$ cat src/design/tssl_pkg.sv
package tssl_pkg;

   // ----------------------------------------------------------------
   // register map (byte addresses)
   // ----------------------------------------------------------------
   localparam logic [11:0] TSSL_CTRL_OFF = 12'h000;
   localparam logic [11:0] TSSL_INTERVAL_OFF = 12'h004;
   localparam logic [11:0] TSSL_SWTRIG_OFF = 12'h008;
   localparam logic [11:0] TSSL_STATUS_OFF = 12'h00C;
   localparam logic [11:0] TSSL_IRQ_STAT_OFF = 12'h010;
   localparam logic [11:0] TSSL_IRQ_EN_OFF = 12'h014;
   localparam logic [11:0] TSSL_IRQ_CLR_OFF = 12'h018;

   // ----------------------------------------------------------------
   // fields and reset values
   // ----------------------------------------------------------------
   localparam int TSSL_CTRL_SRC_LSB = 0;
   localparam int TSSL_CTRL_PLAY_BIT = 2;
   localparam logic [31:0] TSSL_INTERVAL_RST = 32'h0001_E848;
   localparam int TSSL_IRQ_W = 4;
   localparam int TSSL_IRQ_TRIG = 0;
   localparam int TSSL_IRQ_COMM_FATAL = 1;
   localparam int TSSL_IRQ_CACHE_FATAL = 2;
   localparam int TSSL_IRQ_STALL = 3;

   // ----------------------------------------------------------------
   // timing
   // ----------------------------------------------------------------
   localparam int TSSL_CLK_MHZ = 125;
   localparam int TSSL_CLK_NS = 8;
   localparam int TSSL_MIN_INTERVAL_PS = 6660;
   localparam int TSSL_MAX_INTERVAL_S = 14;
   localparam longint TSSL_MAX_INTERVAL_CYC = longint'(TSSL_MAX_INTERVAL_S) * TSSL_CLK_MHZ * 1000000;
   localparam int TSSL_MIN_INTERVAL_CYC = (TSSL_MIN_INTERVAL_PS + TSSL_CLK_NS * 1000 - 1) / (TSSL_CLK_NS * 1000);
   localparam int TSSL_NOTRIG_MS = 100;
   localparam int TSSL_NOTRIG_CYC = TSSL_NOTRIG_MS * TSSL_CLK_MHZ * 1000;
   localparam int TSSL_BLINK_CYC = 6250000;
   localparam int TSSL_BREATH_CYC = 62500000;

   // ----------------------------------------------------------------
   // types
   // ----------------------------------------------------------------
   typedef enum logic [1:0] {
      TSSL_SRC_INTERNAL = 2'h0,
      TSSL_SRC_EXTERNAL = 2'h1,
      TSSL_SRC_SYSTEM = 2'h2,
      TSSL_SRC_SOFTWARE = 2'h3
   } tssl_src_t;

   typedef struct packed {
      logic green;
      logic red;
   } tssl_lamp_t;

   typedef struct packed {
      logic sfp_fail;
      logic eth_link;
      logic frame_activity;
      logic comm_fatal;
   } tssl_comm_in_t;

   typedef struct packed {
      logic cache_fatal;
      logic cache_stall;
   } tssl_play_in_t;

endpackage

$ cat src/design/tssl_pattern_gen.sv
`timescale 1ns/1ps
`default_nettype none

// ----------------------------------------------------------------
// shared blink and breathing waveforms for both lamps
// ----------------------------------------------------------------
module tssl_pattern_gen #(
   parameter int BLINK_CYC = 6250000,
   parameter int BREATH_CYC = 62500000
) (
   // clock and reset
   input wire logic pclk,
   input wire logic presetn,
   // patterns
   output logic blink,
   output logic breathe
);
   import tssl_pkg::*;

   logic [31:0] blink_cnt_reg;
   logic [31:0] breath_cnt_reg;
   logic [7:0] pwm_cnt_reg;
   logic blink_reg;
   logic breath_dir_reg;
   logic [7:0] duty_reg;

   // square wave for blinking
   always_ff @(posedge pclk or negedge presetn) begin
      if (!presetn) begin
         blink_cnt_reg <= 32'h0;
         blink_reg <= 1'b0;
      end else if (blink_cnt_reg >= 32'(BLINK_CYC - 1)) begin
         blink_cnt_reg <= 32'h0;
         blink_reg <= ~blink_reg;
      end else begin
         blink_cnt_reg <= blink_cnt_reg + 32'h1;
      end
   end

   // triangle duty ramp for breathing, 256 steps each way
   always_ff @(posedge pclk or negedge presetn) begin
      if (!presetn) begin
         breath_cnt_reg <= 32'h0;
         duty_reg <= 8'h00;
         breath_dir_reg <= 1'b0;
      end else if (breath_cnt_reg >= 32'(BREATH_CYC / 512)) begin
         breath_cnt_reg <= 32'h0;
         if (!breath_dir_reg) begin
            if (duty_reg == 8'hFF) breath_dir_reg <= 1'b1;
            else duty_reg <= duty_reg + 8'h01;
         end else begin
            if (duty_reg == 8'h00) breath_dir_reg <= 1'b0;
            else duty_reg <= duty_reg - 8'h01;
         end
      end else begin
         breath_cnt_reg <= breath_cnt_reg + 32'h1;
      end
   end

   // pwm carrier
   always_ff @(posedge pclk or negedge presetn) begin
      if (!presetn) pwm_cnt_reg <= 8'h00;
      else pwm_cnt_reg <= pwm_cnt_reg + 8'h01;
   end

   assign blink = blink_reg;
   assign breathe = pwm_cnt_reg < duty_reg;
endmodule

`default_nettype wire

$ cat src/design/tssl_interval_gen.sv
`timescale 1ns/1ps
`default_nettype none

// ----------------------------------------------------------------
// internal periodic trigger generator
// ----------------------------------------------------------------
module tssl_interval_gen #(
   parameter int CNT_W = 32
) (
   // clock and reset
   input wire logic pclk,
   input wire logic presetn,
   // control
   input wire logic enable,
   input wire logic [CNT_W-1:0] interval,
   // trigger out
   output logic tick
);
   import tssl_pkg::*;

   logic [CNT_W-1:0] cnt_reg;
   logic [CNT_W-1:0] limit;

   // clamp to the shortest period one clock allows
   assign limit = (interval < CNT_W'(TSSL_MIN_INTERVAL_CYC)) ? CNT_W'(TSSL_MIN_INTERVAL_CYC) : interval;

   // count one interval, pulse, restart
   always_ff @(posedge pclk or negedge presetn) begin
      if (!presetn) begin
         cnt_reg <= '0;
         tick <= 1'b0;
      end else if (!enable) begin
         cnt_reg <= '0;
         tick <= 1'b0;
      end else if (cnt_reg >= limit - CNT_W'(1)) begin
         cnt_reg <= '0;
         tick <= 1'b1;
      end else begin
         cnt_reg <= cnt_reg + CNT_W'(1);
         tick <= 1'b0;
      end
   end
endmodule

`default_nettype wire

$ cat src/design/tssl_top.sv
`timescale 1ns/1ps
`default_nettype none

module tssl_top #(
   parameter int NOTRIG_CYC = tssl_pkg::TSSL_NOTRIG_CYC,
   parameter int BLINK_CYC = tssl_pkg::TSSL_BLINK_CYC,
   parameter int BREATH_CYC = tssl_pkg::TSSL_BREATH_CYC
) (
   // clock and reset
   input wire logic pclk,
   input wire logic presetn,
   // apb slave
   input wire logic psel,
   input wire logic penable,
   input wire logic pwrite,
   input wire logic [11:0] paddr,
   input wire logic [31:0] pwdata,
   output logic [31:0] prdata,
   output logic pready,
   output logic pslverr,
   // trigger inputs
   input wire logic ext_trig_in,
   input wire logic sys_trig_in,
   // status inputs
   input wire tssl_pkg::tssl_comm_in_t comm_in,
   input wire tssl_pkg::tssl_play_in_t play_in,
   // outputs
   output logic playback_trigger,
   output tssl_pkg::tssl_lamp_t comm_status_lamp,
   output tssl_pkg::tssl_lamp_t playback_status_lamp,
   output logic irq
);
   import tssl_pkg::*;

   // ----------------------------------------------------------------
   // registers
   // ----------------------------------------------------------------
   tssl_src_t src_reg;
   logic play_en_reg;
   logic [31:0] interval_reg;
   logic sw_trig_reg;
   logic [TSSL_IRQ_W-1:0] irq_stat_reg;
   logic [TSSL_IRQ_W-1:0] irq_en_reg;
   logic comm_fatal_reg;
   logic cache_fatal_reg;
   logic ext_prev_reg;
   logic sys_prev_reg;
   logic [31:0] notrig_cnt_reg;
   logic notrig_reg;
   logic int_tick;
   logic blink;
   logic breathe;
   logic wr_en;
   logic rd_en;
   logic addr_ok;
   logic trig_next;
   logic [TSSL_IRQ_W-1:0] irq_ev;

   assign wr_en = psel && penable && pwrite;
   assign rd_en = psel && penable && !pwrite;
   assign pready = 1'b1;
   assign addr_ok = (paddr == TSSL_CTRL_OFF) || (paddr == TSSL_INTERVAL_OFF) || (paddr == TSSL_SWTRIG_OFF)
      || (paddr == TSSL_STATUS_OFF) || (paddr == TSSL_IRQ_STAT_OFF) || (paddr == TSSL_IRQ_EN_OFF)
      || (paddr == TSSL_IRQ_CLR_OFF);
   assign pslverr = psel && penable && !addr_ok;

   // control register writes
   always_ff @(posedge pclk or negedge presetn) begin
      if (!presetn) begin
         src_reg <= TSSL_SRC_INTERNAL;
         play_en_reg <= 1'b0;
         interval_reg <= TSSL_INTERVAL_RST;
         irq_en_reg <= '0;
      end else if (wr_en) begin
         case (paddr)
            TSSL_CTRL_OFF: begin
               src_reg <= tssl_src_t'(pwdata[TSSL_CTRL_SRC_LSB +: 2]);
               play_en_reg <= pwdata[TSSL_CTRL_PLAY_BIT];
            end
            TSSL_INTERVAL_OFF: interval_reg <= pwdata;
            TSSL_IRQ_EN_OFF: irq_en_reg <= pwdata[TSSL_IRQ_W-1:0];
            default: begin
            end
         endcase
      end
   end

   // software trigger command strobe
   always_ff @(posedge pclk or negedge presetn) begin
      if (!presetn) sw_trig_reg <= 1'b0;
      else sw_trig_reg <= wr_en && (paddr == TSSL_SWTRIG_OFF) && pwdata[0];
   end

   // read mux, registered
   always_ff @(posedge pclk or negedge presetn) begin
      if (!presetn) begin
         prdata <= 32'h0;
      end else if (psel && !penable && !pwrite) begin
         case (paddr)
            TSSL_CTRL_OFF: prdata <= {29'h0, play_en_reg, src_reg};
            TSSL_INTERVAL_OFF: prdata <= interval_reg;
            TSSL_STATUS_OFF: prdata <= {26'h0, notrig_reg, play_in.cache_stall, cache_fatal_reg,
               comm_fatal_reg, comm_in.eth_link, comm_in.sfp_fail};
            TSSL_IRQ_STAT_OFF: prdata <= {28'h0, irq_stat_reg};
            TSSL_IRQ_EN_OFF: prdata <= {28'h0, irq_en_reg};
            default: prdata <= 32'h0;
         endcase
      end
   end

   // ----------------------------------------------------------------
   // trigger selection
   // ----------------------------------------------------------------
   tssl_interval_gen #(
      .CNT_W(32)
   ) u_interval (
      .pclk(pclk),
      .presetn(presetn),
      .enable(src_reg == TSSL_SRC_INTERNAL),
      .interval(interval_reg),
      .tick(int_tick)
   );

   // edge history of ext and system inputs
   always_ff @(posedge pclk or negedge presetn) begin
      if (!presetn) begin
         ext_prev_reg <= 1'b0;
         sys_prev_reg <= 1'b0;
      end else begin
         ext_prev_reg <= ext_trig_in;
         sys_prev_reg <= sys_trig_in;
      end
   end

   // one source at a time
   always_comb begin
      case (src_reg)
         TSSL_SRC_INTERNAL: trig_next = int_tick;
         TSSL_SRC_EXTERNAL: trig_next = ext_trig_in && !ext_prev_reg;
         TSSL_SRC_SYSTEM: trig_next = sys_trig_in && !sys_prev_reg;
         TSSL_SRC_SOFTWARE: trig_next = sw_trig_reg;
         default: trig_next = 1'b0;
      endcase
   end

   always_ff @(posedge pclk or negedge presetn) begin
      if (!presetn) playback_trigger <= 1'b0;
      else playback_trigger <= trig_next;
   end

   // ----------------------------------------------------------------
   // sticky fatal flags and trigger watchdog
   // ----------------------------------------------------------------
   always_ff @(posedge pclk or negedge presetn) begin
      if (!presetn) begin
         comm_fatal_reg <= 1'b0;
         cache_fatal_reg <= 1'b0;
      end else begin
         if (comm_in.comm_fatal) comm_fatal_reg <= 1'b1;
         if (play_in.cache_fatal) cache_fatal_reg <= 1'b1;
      end
   end

   // no trigger within the last window
   always_ff @(posedge pclk or negedge presetn) begin
      if (!presetn) begin
         notrig_cnt_reg <= 32'h0;
         notrig_reg <= 1'b0;
      end else if (!play_en_reg || playback_trigger) begin
         notrig_cnt_reg <= 32'h0;
         notrig_reg <= 1'b0;
      end else if (notrig_cnt_reg >= 32'(NOTRIG_CYC - 1)) begin
         notrig_reg <= 1'b1;
      end else begin
         notrig_cnt_reg <= notrig_cnt_reg + 32'h1;
      end
   end

   // ----------------------------------------------------------------
   // lamps
   // ----------------------------------------------------------------
   tssl_pattern_gen #(
      .BLINK_CYC(BLINK_CYC),
      .BREATH_CYC(BREATH_CYC)
   ) u_pattern (
      .pclk(pclk),
      .presetn(presetn),
      .blink(blink),
      .breathe(breathe)
   );

   // communication lamp, fatal first
   always_ff @(posedge pclk or negedge presetn) begin
      if (!presetn) begin
         comm_status_lamp <= '0;
      end else if (comm_fatal_reg) begin
         comm_status_lamp <= '{green: 1'b0, red: 1'b1};
      end else if (comm_in.sfp_fail) begin
         comm_status_lamp <= '0;
      end else if (!comm_in.eth_link) begin
         comm_status_lamp <= '{green: breathe, red: 1'b0};
      end else if (comm_in.frame_activity) begin
         comm_status_lamp <= '{green: blink, red: 1'b0};
      end else begin
         comm_status_lamp <= '{green: 1'b1, red: 1'b0};
      end
   end

   // playback lamp, fatal over stall over green
   always_ff @(posedge pclk or negedge presetn) begin
      if (!presetn) begin
         playback_status_lamp <= '0;
      end else if (cache_fatal_reg) begin
         playback_status_lamp <= '{green: 1'b0, red: 1'b1};
      end else if (play_en_reg && play_in.cache_stall) begin
         playback_status_lamp <= '{green: 1'b0, red: blink};
      end else if (play_en_reg && notrig_reg) begin
         playback_status_lamp <= '{green: breathe, red: 1'b0};
      end else if (play_en_reg) begin
         playback_status_lamp <= '{green: 1'b1, red: 1'b0};
      end else begin
         playback_status_lamp <= '0;
      end
   end

   // ----------------------------------------------------------------
   // interrupts: sticky, set wins over clear
   // ----------------------------------------------------------------
   assign irq_ev = {play_en_reg && play_in.cache_stall, play_in.cache_fatal, comm_in.comm_fatal, playback_trigger};

   always_ff @(posedge pclk or negedge presetn) begin
      if (!presetn) begin
         irq_stat_reg <= '0;
      end else if (wr_en && paddr == TSSL_IRQ_CLR_OFF) begin
         irq_stat_reg <= (irq_stat_reg & ~pwdata[TSSL_IRQ_W-1:0]) | irq_ev;
      end else begin
         irq_stat_reg <= irq_stat_reg | irq_ev;
      end
   end

   assign irq = |(irq_stat_reg & irq_en_reg);

   // ----------------------------------------------------------------
   // assertions
   // ----------------------------------------------------------------
   a_ext_rise_trig: assert property (@(posedge pclk) disable iff (!presetn)
      (src_reg == TSSL_SRC_EXTERNAL && $rose(ext_trig_in) && $stable(src_reg)) |=> playback_trigger)
      else $error("external rising edge gave no trigger");
   a_ext_fall_ignore: assert property (@(posedge pclk) disable iff (!presetn)
      (src_reg == TSSL_SRC_EXTERNAL && !ext_trig_in && $stable(src_reg)) |=> !playback_trigger)
      else $error("trigger without external rising edge");
   a_sys_trig: assert property (@(posedge pclk) disable iff (!presetn)
      (src_reg == TSSL_SRC_SYSTEM && $rose(sys_trig_in) && $stable(src_reg)) |=> playback_trigger)
      else $error("system trigger lost");
   a_sw_trig: assert property (@(posedge pclk) disable iff (!presetn)
      (wr_en && paddr == TSSL_SWTRIG_OFF && pwdata[0] && src_reg == TSSL_SRC_SOFTWARE) |-> ##2 playback_trigger)
      else $error("software trigger lost");
   a_sw_only_src: assert property (@(posedge pclk) disable iff (!presetn)
      (src_reg == TSSL_SRC_SOFTWARE && !sw_trig_reg) |=> !playback_trigger)
      else $error("trigger from unselected source in software mode");
   a_int_only_src: assert property (@(posedge pclk) disable iff (!presetn)
      (src_reg == TSSL_SRC_INTERNAL && !int_tick) |=> !playback_trigger)
      else $error("trigger from unselected source in internal mode");
   a_sfp_dark: assert property (@(posedge pclk) disable iff (!presetn)
      (comm_in.sfp_fail && !comm_fatal_reg && !comm_in.comm_fatal) |=> comm_status_lamp == '0)
      else $error("comm lamp lit during port failure");
   a_comm_fatal_hold: assert property (@(posedge pclk) disable iff (!presetn)
      comm_fatal_reg |=> comm_fatal_reg && comm_status_lamp.red && !comm_status_lamp.green)
      else $error("comm fatal not held red");
   a_cache_fatal_red: assert property (@(posedge pclk) disable iff (!presetn)
      play_in.cache_fatal |=> ##1 (playback_status_lamp.red && !playback_status_lamp.green) [*2])
      else $error("playback lamp not red after cache fatal");
   a_idle_dark: assert property (@(posedge pclk) disable iff (!presetn)
      (!play_en_reg && !cache_fatal_reg && $stable(play_en_reg)) |=> playback_status_lamp == '0)
      else $error("playback lamp lit while idle");
   a_steady_green: assert property (@(posedge pclk) disable iff (!presetn)
      (play_en_reg && !notrig_reg && !play_in.cache_stall && !cache_fatal_reg) |=> playback_status_lamp.green)
      else $error("playback lamp not green while playing");
   a_link_green: assert property (@(posedge pclk) disable iff (!presetn)
      (!comm_fatal_reg && !comm_in.sfp_fail && comm_in.eth_link && !comm_in.frame_activity)
      |=> comm_status_lamp.green && !comm_status_lamp.red)
      else $error("comm lamp not steady green with link up");
   a_nolink_breathe: assert property (@(posedge pclk) disable iff (!presetn)
      (!comm_fatal_reg && !comm_in.sfp_fail && !comm_in.eth_link) |=> !comm_status_lamp.red && comm_status_lamp.green == $past(breathe))
      else $error("comm lamp not breathing without link");
   a_activity_blink: assert property (@(posedge pclk) disable iff (!presetn)
      (!comm_fatal_reg && !comm_in.sfp_fail && comm_in.eth_link && comm_in.frame_activity)
      |=> !comm_status_lamp.red && comm_status_lamp.green == $past(blink))
      else $error("comm lamp not blinking during activity");
   a_stall_blink_red: assert property (@(posedge pclk) disable iff (!presetn)
      (!cache_fatal_reg && play_en_reg && play_in.cache_stall)
      |=> !playback_status_lamp.green && playback_status_lamp.red == $past(blink))
      else $error("playback lamp not blinking red on stall");
   a_notrig_breathe: assert property (@(posedge pclk) disable iff (!presetn)
      (!cache_fatal_reg && play_en_reg && !play_in.cache_stall && notrig_reg)
      |=> !playback_status_lamp.red && playback_status_lamp.green == $past(breathe))
      else $error("playback lamp not breathing without trigger");
   a_cache_fatal_hold: assert property (@(posedge pclk) disable iff (!presetn)
      cache_fatal_reg |=> cache_fatal_reg && playback_status_lamp.red && !playback_status_lamp.green)
      else $error("cache fatal not held red");
   a_irq_set_wins: assert property (@(posedge pclk) disable iff (!presetn)
      (wr_en && paddr == TSSL_IRQ_CLR_OFF && playback_trigger) |=> irq_stat_reg[TSSL_IRQ_TRIG])
      else $error("trigger status lost to a clear in the same cycle");
   a_bad_read_zero: assert property (@(posedge pclk) disable iff (!presetn)
      (psel && !penable && !pwrite && !addr_ok) |=> prdata == 32'h0)
      else $error("unmapped read returned data");

   c_ext_trigger: cover property (@(posedge pclk) src_reg == TSSL_SRC_EXTERNAL && playback_trigger);
   c_int_trigger: cover property (@(posedge pclk) src_reg == TSSL_SRC_INTERNAL && playback_trigger);
   c_notrig: cover property (@(posedge pclk) notrig_reg);
   c_sw_trigger: cover property (@(posedge pclk) src_reg == TSSL_SRC_SOFTWARE && playback_trigger);
   c_stall_blink: cover property (@(posedge pclk) play_en_reg && play_in.cache_stall && !cache_fatal_reg);
endmodule

`default_nettype wire

$ cat config.mk
export PLATFORM = sky130hd
export DESIGN_NAME = tssl_top
export DESIGN_NICKNAME = d
export VERILOG_FILES = /design/src/design/tssl_pkg.sv /design/src/design/tssl_pattern_gen.sv /design/src/design/tssl_interval_gen.sv /design/src/design/tssl_top.sv
export SDC_FILE = /design/constraint.sdc
export NUM_CORES = 1
export LEC_CHECK = 0
export ABC_AREA = 1
export BUFFER_PORTS_ARGS = -buffer_cell sky130_fd_sc_hd__buf_4
export CAP_MARGIN = 10
export CORE_AREA = 2 2 195 121
export CTS_CLUSTER_DIAMETER = 200
export CTS_CLUSTER_SIZE = 40
export DETAILED_ROUTE_END_ITERATION = 10
export DIE_AREA = 0 0 197 123
export PLACE_DENSITY = 0.79
export SYNTH_ARGS = -nofsm -noshare
export SYNTH_HDL_FRONTEND = slang
export SYNTH_SLANG_ARGS = --single-unit
$ cat constraint.sdc
create_clock -name pclk -period 9.48 [get_ports pclk]
set_clock_uncertainty 0.05 [all_clocks]
set_input_delay 0.948 -clock pclk [delete_from_list [all_inputs] [get_ports pclk]]
set_output_delay 0.948 -clock pclk [all_outputs]
set_load 0.03 [all_outputs]
==> impl_metrics.yaml <==
status:
  outcome: "complete, no violations"
final_layout:
  syn_to_final_growth_pct: 9.81
  fin_nets: 1879
  fillers: 1961
  drive_above_1_share_pct: 10.4
  final_cell_mix: "nand2_1, nor2_1, dfrtp_1"
  n_antenna_cell: 0
  fin_util_pct: 64.7
  layout_commonest_cell: "nand2_1"
critical_path:
  r2r_start: "interval_reg[16]$_DFFE_PN1P_"
  r2r_end: "u_interval.cnt_reg[26]$_DFF_PN0_"
  worstSetupPathType: "flop to flop"
  cpPeakStageDelay_ps: 610
  cp_max_fo: 33
  path_cells: "nor2_1 -> nand2_1 -> nor2_1 -> nand2_1 -> nor2_1 -> nor2_1 -> ha_1 -> nand3_1 -> nor2_1 -> nand2_1 -> nor2_1 -> nand4_1 -> xor2_1 -> ha_1 -> nand4_1 -> nor3_1 -> and3_1 -> nand2_1 -> nand3_1 -> buf_4 -> nor2_1"
  rr_worst_depth: 21
  arrival_ps: 5150
  path_delay_family: "simple AND/OR/NAND/NOR gates"
  cp-end-kind: "flop"
  startpoint_type: "flop"
  critPathSlowestCell: "dfstp_2"
  cp_common_cell: "nor2_1"
  path_buf_inv: 1
  reg2reg_slack_ps: 4660
  worstPathRequired_ps: 9810
yosys:
  ys_seq_area_share_pct: 44.1
  yosys.area.top_type: "dfrtp_1"
  synth_area_leaders: "dfrtp_1, nand2_1, nor2_1"
  netlist_instances: 1664
  synth_edf_count: 0
  ys_types: 53
  yosysWarnings: 0
  async_flop_share_pct: 100
  synth_flop_cell: "dfrtp_1"
  ys_ff_latch: 233
  yosysTopAreaCellShare_pct: 42.7
  synth_area_per_cell_um2: 7.96
  synth.cell_area_um2: 13200
cts:
  root_buffer: "clkbuf_16"
  h-tree-depth: 1
  ctsHoldBuffers: 0
  ctsResizeCount: 0
  cts.sinks: 233
  post_cts_buffers: 0
  numCtsBuffers: 9
  path_clk_slew_ps: 170
  clockBufferDepth: 3
  cts_tree: "done"
  clock_latency_ps: 510
pwr:
  ir_worst_vdd_mv: 0.113
  p_per_area_nw_per_um2: 125
  leakage_nw: 7.20
floorplanning:
  dieHeight_um: 123
  dieArea_um2: 24200
  fp.dieW_um: 197
  rows: 43
  num_io_pins: 97
  core_um2: 22500
  initial_core_util_pct: 58.9
sta:
  relSlewSlack_pct: 33.4
  finalHoldViolCount: 0
  rsz0062_at_grt: "false"
  fin_crit_sh_pct: 50.8
  drv_slew: 0
  setup_tns_ps: 0
  setup_violations: 0
  clock.fmax_mhz: 208
  fin_crit_ps: 4820
  tightest_slew_ps: 1000
drt:
  dr_total_vias: 11500
  wl_met1_um: 17100
  dr.max_layer_used: "met4"
  wl_um: 34000
  met2_length_um: 13300
  wl_per_cell_um: 16.5
  postRouteAntennaNets: 0
  drtIter0Drc: 1176
  viasPerCell: 5.59
  drt_drc_violations_left: 0
  first_pass_iters: 6
  met3WireLength_um: 3460
min_path:
  min_path_cells: 0
  worstHoldEndpoint: "comm_status_lamp[0]$_DFF_PN0_"
  hold_class: "flop to flop"
  hold_start: "comm_fatal_reg$_DFFE_PN0P_"
grt:
  grt_pass1_wl_um: 55000
  grt_usage_pct: 28.5
  grt_max_degree: 87
  antenna_found_initial: 0
  grt_pass1_vias: 10400
  grt-ovfl-total: 0
run:
  drv_cap: 0
placed_design:
  hpwl_um: 25900
  place.port_buffers: 95
  finalWeightedCongestion: 0.986
-- per-stage QoR --
stage          setup WS (ps)  power [W]  cells  cell area, um^2  hold WS (ps)
2_1_floorplan           5920    0.00124   1687            13300           304
3_3_place_gp            5060    0.00134   2050            14300           309
3_5_place_dp            4830    0.00134   2050            14300           312
4_1_cts                 4780    0.00183   2063            14500           344
5_1_grt                 4420    0.00191   2063            14500           365
6_report                4660    0.00182   2063            14500           343
-- layout make-up --
cell class | count | area (um^2) | share of cell area, %
tap | 292 | 365 | 2.51
multi-input combinational | 1230 | 6600 | 45.4
timing repair buffer | 101 | 766 | 5.27
clock inverter | 1 | 8.76 | 0.0602
sequential | 233 | 5840 | 40.2
clock buffer | 12 | 236 | 1.63
inverter | 194 | 729 | 5.02
-- synth_stat cells (5+ instances only) --
master	count
nor3b_1	6
buf_6	5
ha_1	52
mux2_4	22
nor3_1	50
buf_2	6
dfrtp_1	226
inv_1	191
xor2_1	52
nor3_2	6
o31ai_1	24
xnor2_1	13
nand4_1	38
nor4_1	10
nand3_1	136
mux2_2	6
o21ai_0	45
a31oi_1	6
clkbuf_1	14
a21oi_1	37
nand2_1	404
or2_2	8
dfstp_2	7
nor2_1	238
-- how the worst max path moves through the flow --
| stage | slack [ps] | cells past startpoint | start | endpoint |
|---|---|---|---|---|
| after global placement | 5060 | 22 | interval_reg[16]$_DFFE_PN1P_ | u_interval.tick$_DFF_PN0_ |
| after floorplan | 5920 | 21 | interval_reg[16]$_DFFE_PN1P_ | u_interval.cnt_reg[21]$_DFF_PN0_ |
| after detailed placement | 4830 | 21 | interval_reg[16]$_DFFE_PN1P_ | u_interval.cnt_reg[26]$_DFF_PN0_ |
| after global routing | 4420 | 22 | interval_reg[16]$_DFFE_PN1P_ | u_interval.tick$_DFF_PN0_ |
| final | 4660 | 21 | interval_reg[16]$_DFFE_PN1P_ | u_interval.cnt_reg[26]$_DFF_PN0_ |
| after CTS | 4780 | 21 | interval_reg[16]$_DFFE_PN1P_ | u_interval.cnt_reg[26]$_DFF_PN0_ |
-- per-layer routing --
layer / vias to the layer above / GRT usage [%]
met1: 5446 / 46.8
met2: 483 / 38.4
met4: 0 / 2.58
met3: 24 / 7.26
met5: - / 0
li1: 5576 / -
-- where the power goes --
group	leakage (nW)	switching [W]	internal (W)
registers	3.09	0.0000221	0.00102
logic	3.99	0.000192	0.0000931
clock network	0.119	0.000313	0.000181
-- cells by family (layout without fill, tap and decap cells) --
family                   after synthesis  after routing  synth area share (%)
XOR/XNOR                              65             65                  4.30
buffers and inverters                224            308                  6.78
AND/OR/NAND/NOR                      924            924                  30.7
multiplexers                          28             28                  3.00
AO/OA/AOI/OAI                        135            135                  6.02
other                                  2             25                0.0567
flip-flops                           233            233                  44.1
adder cells (fa/ha/maj)               53             53                  5.06
Note: power is estimated with default switching activity, not from simulation.
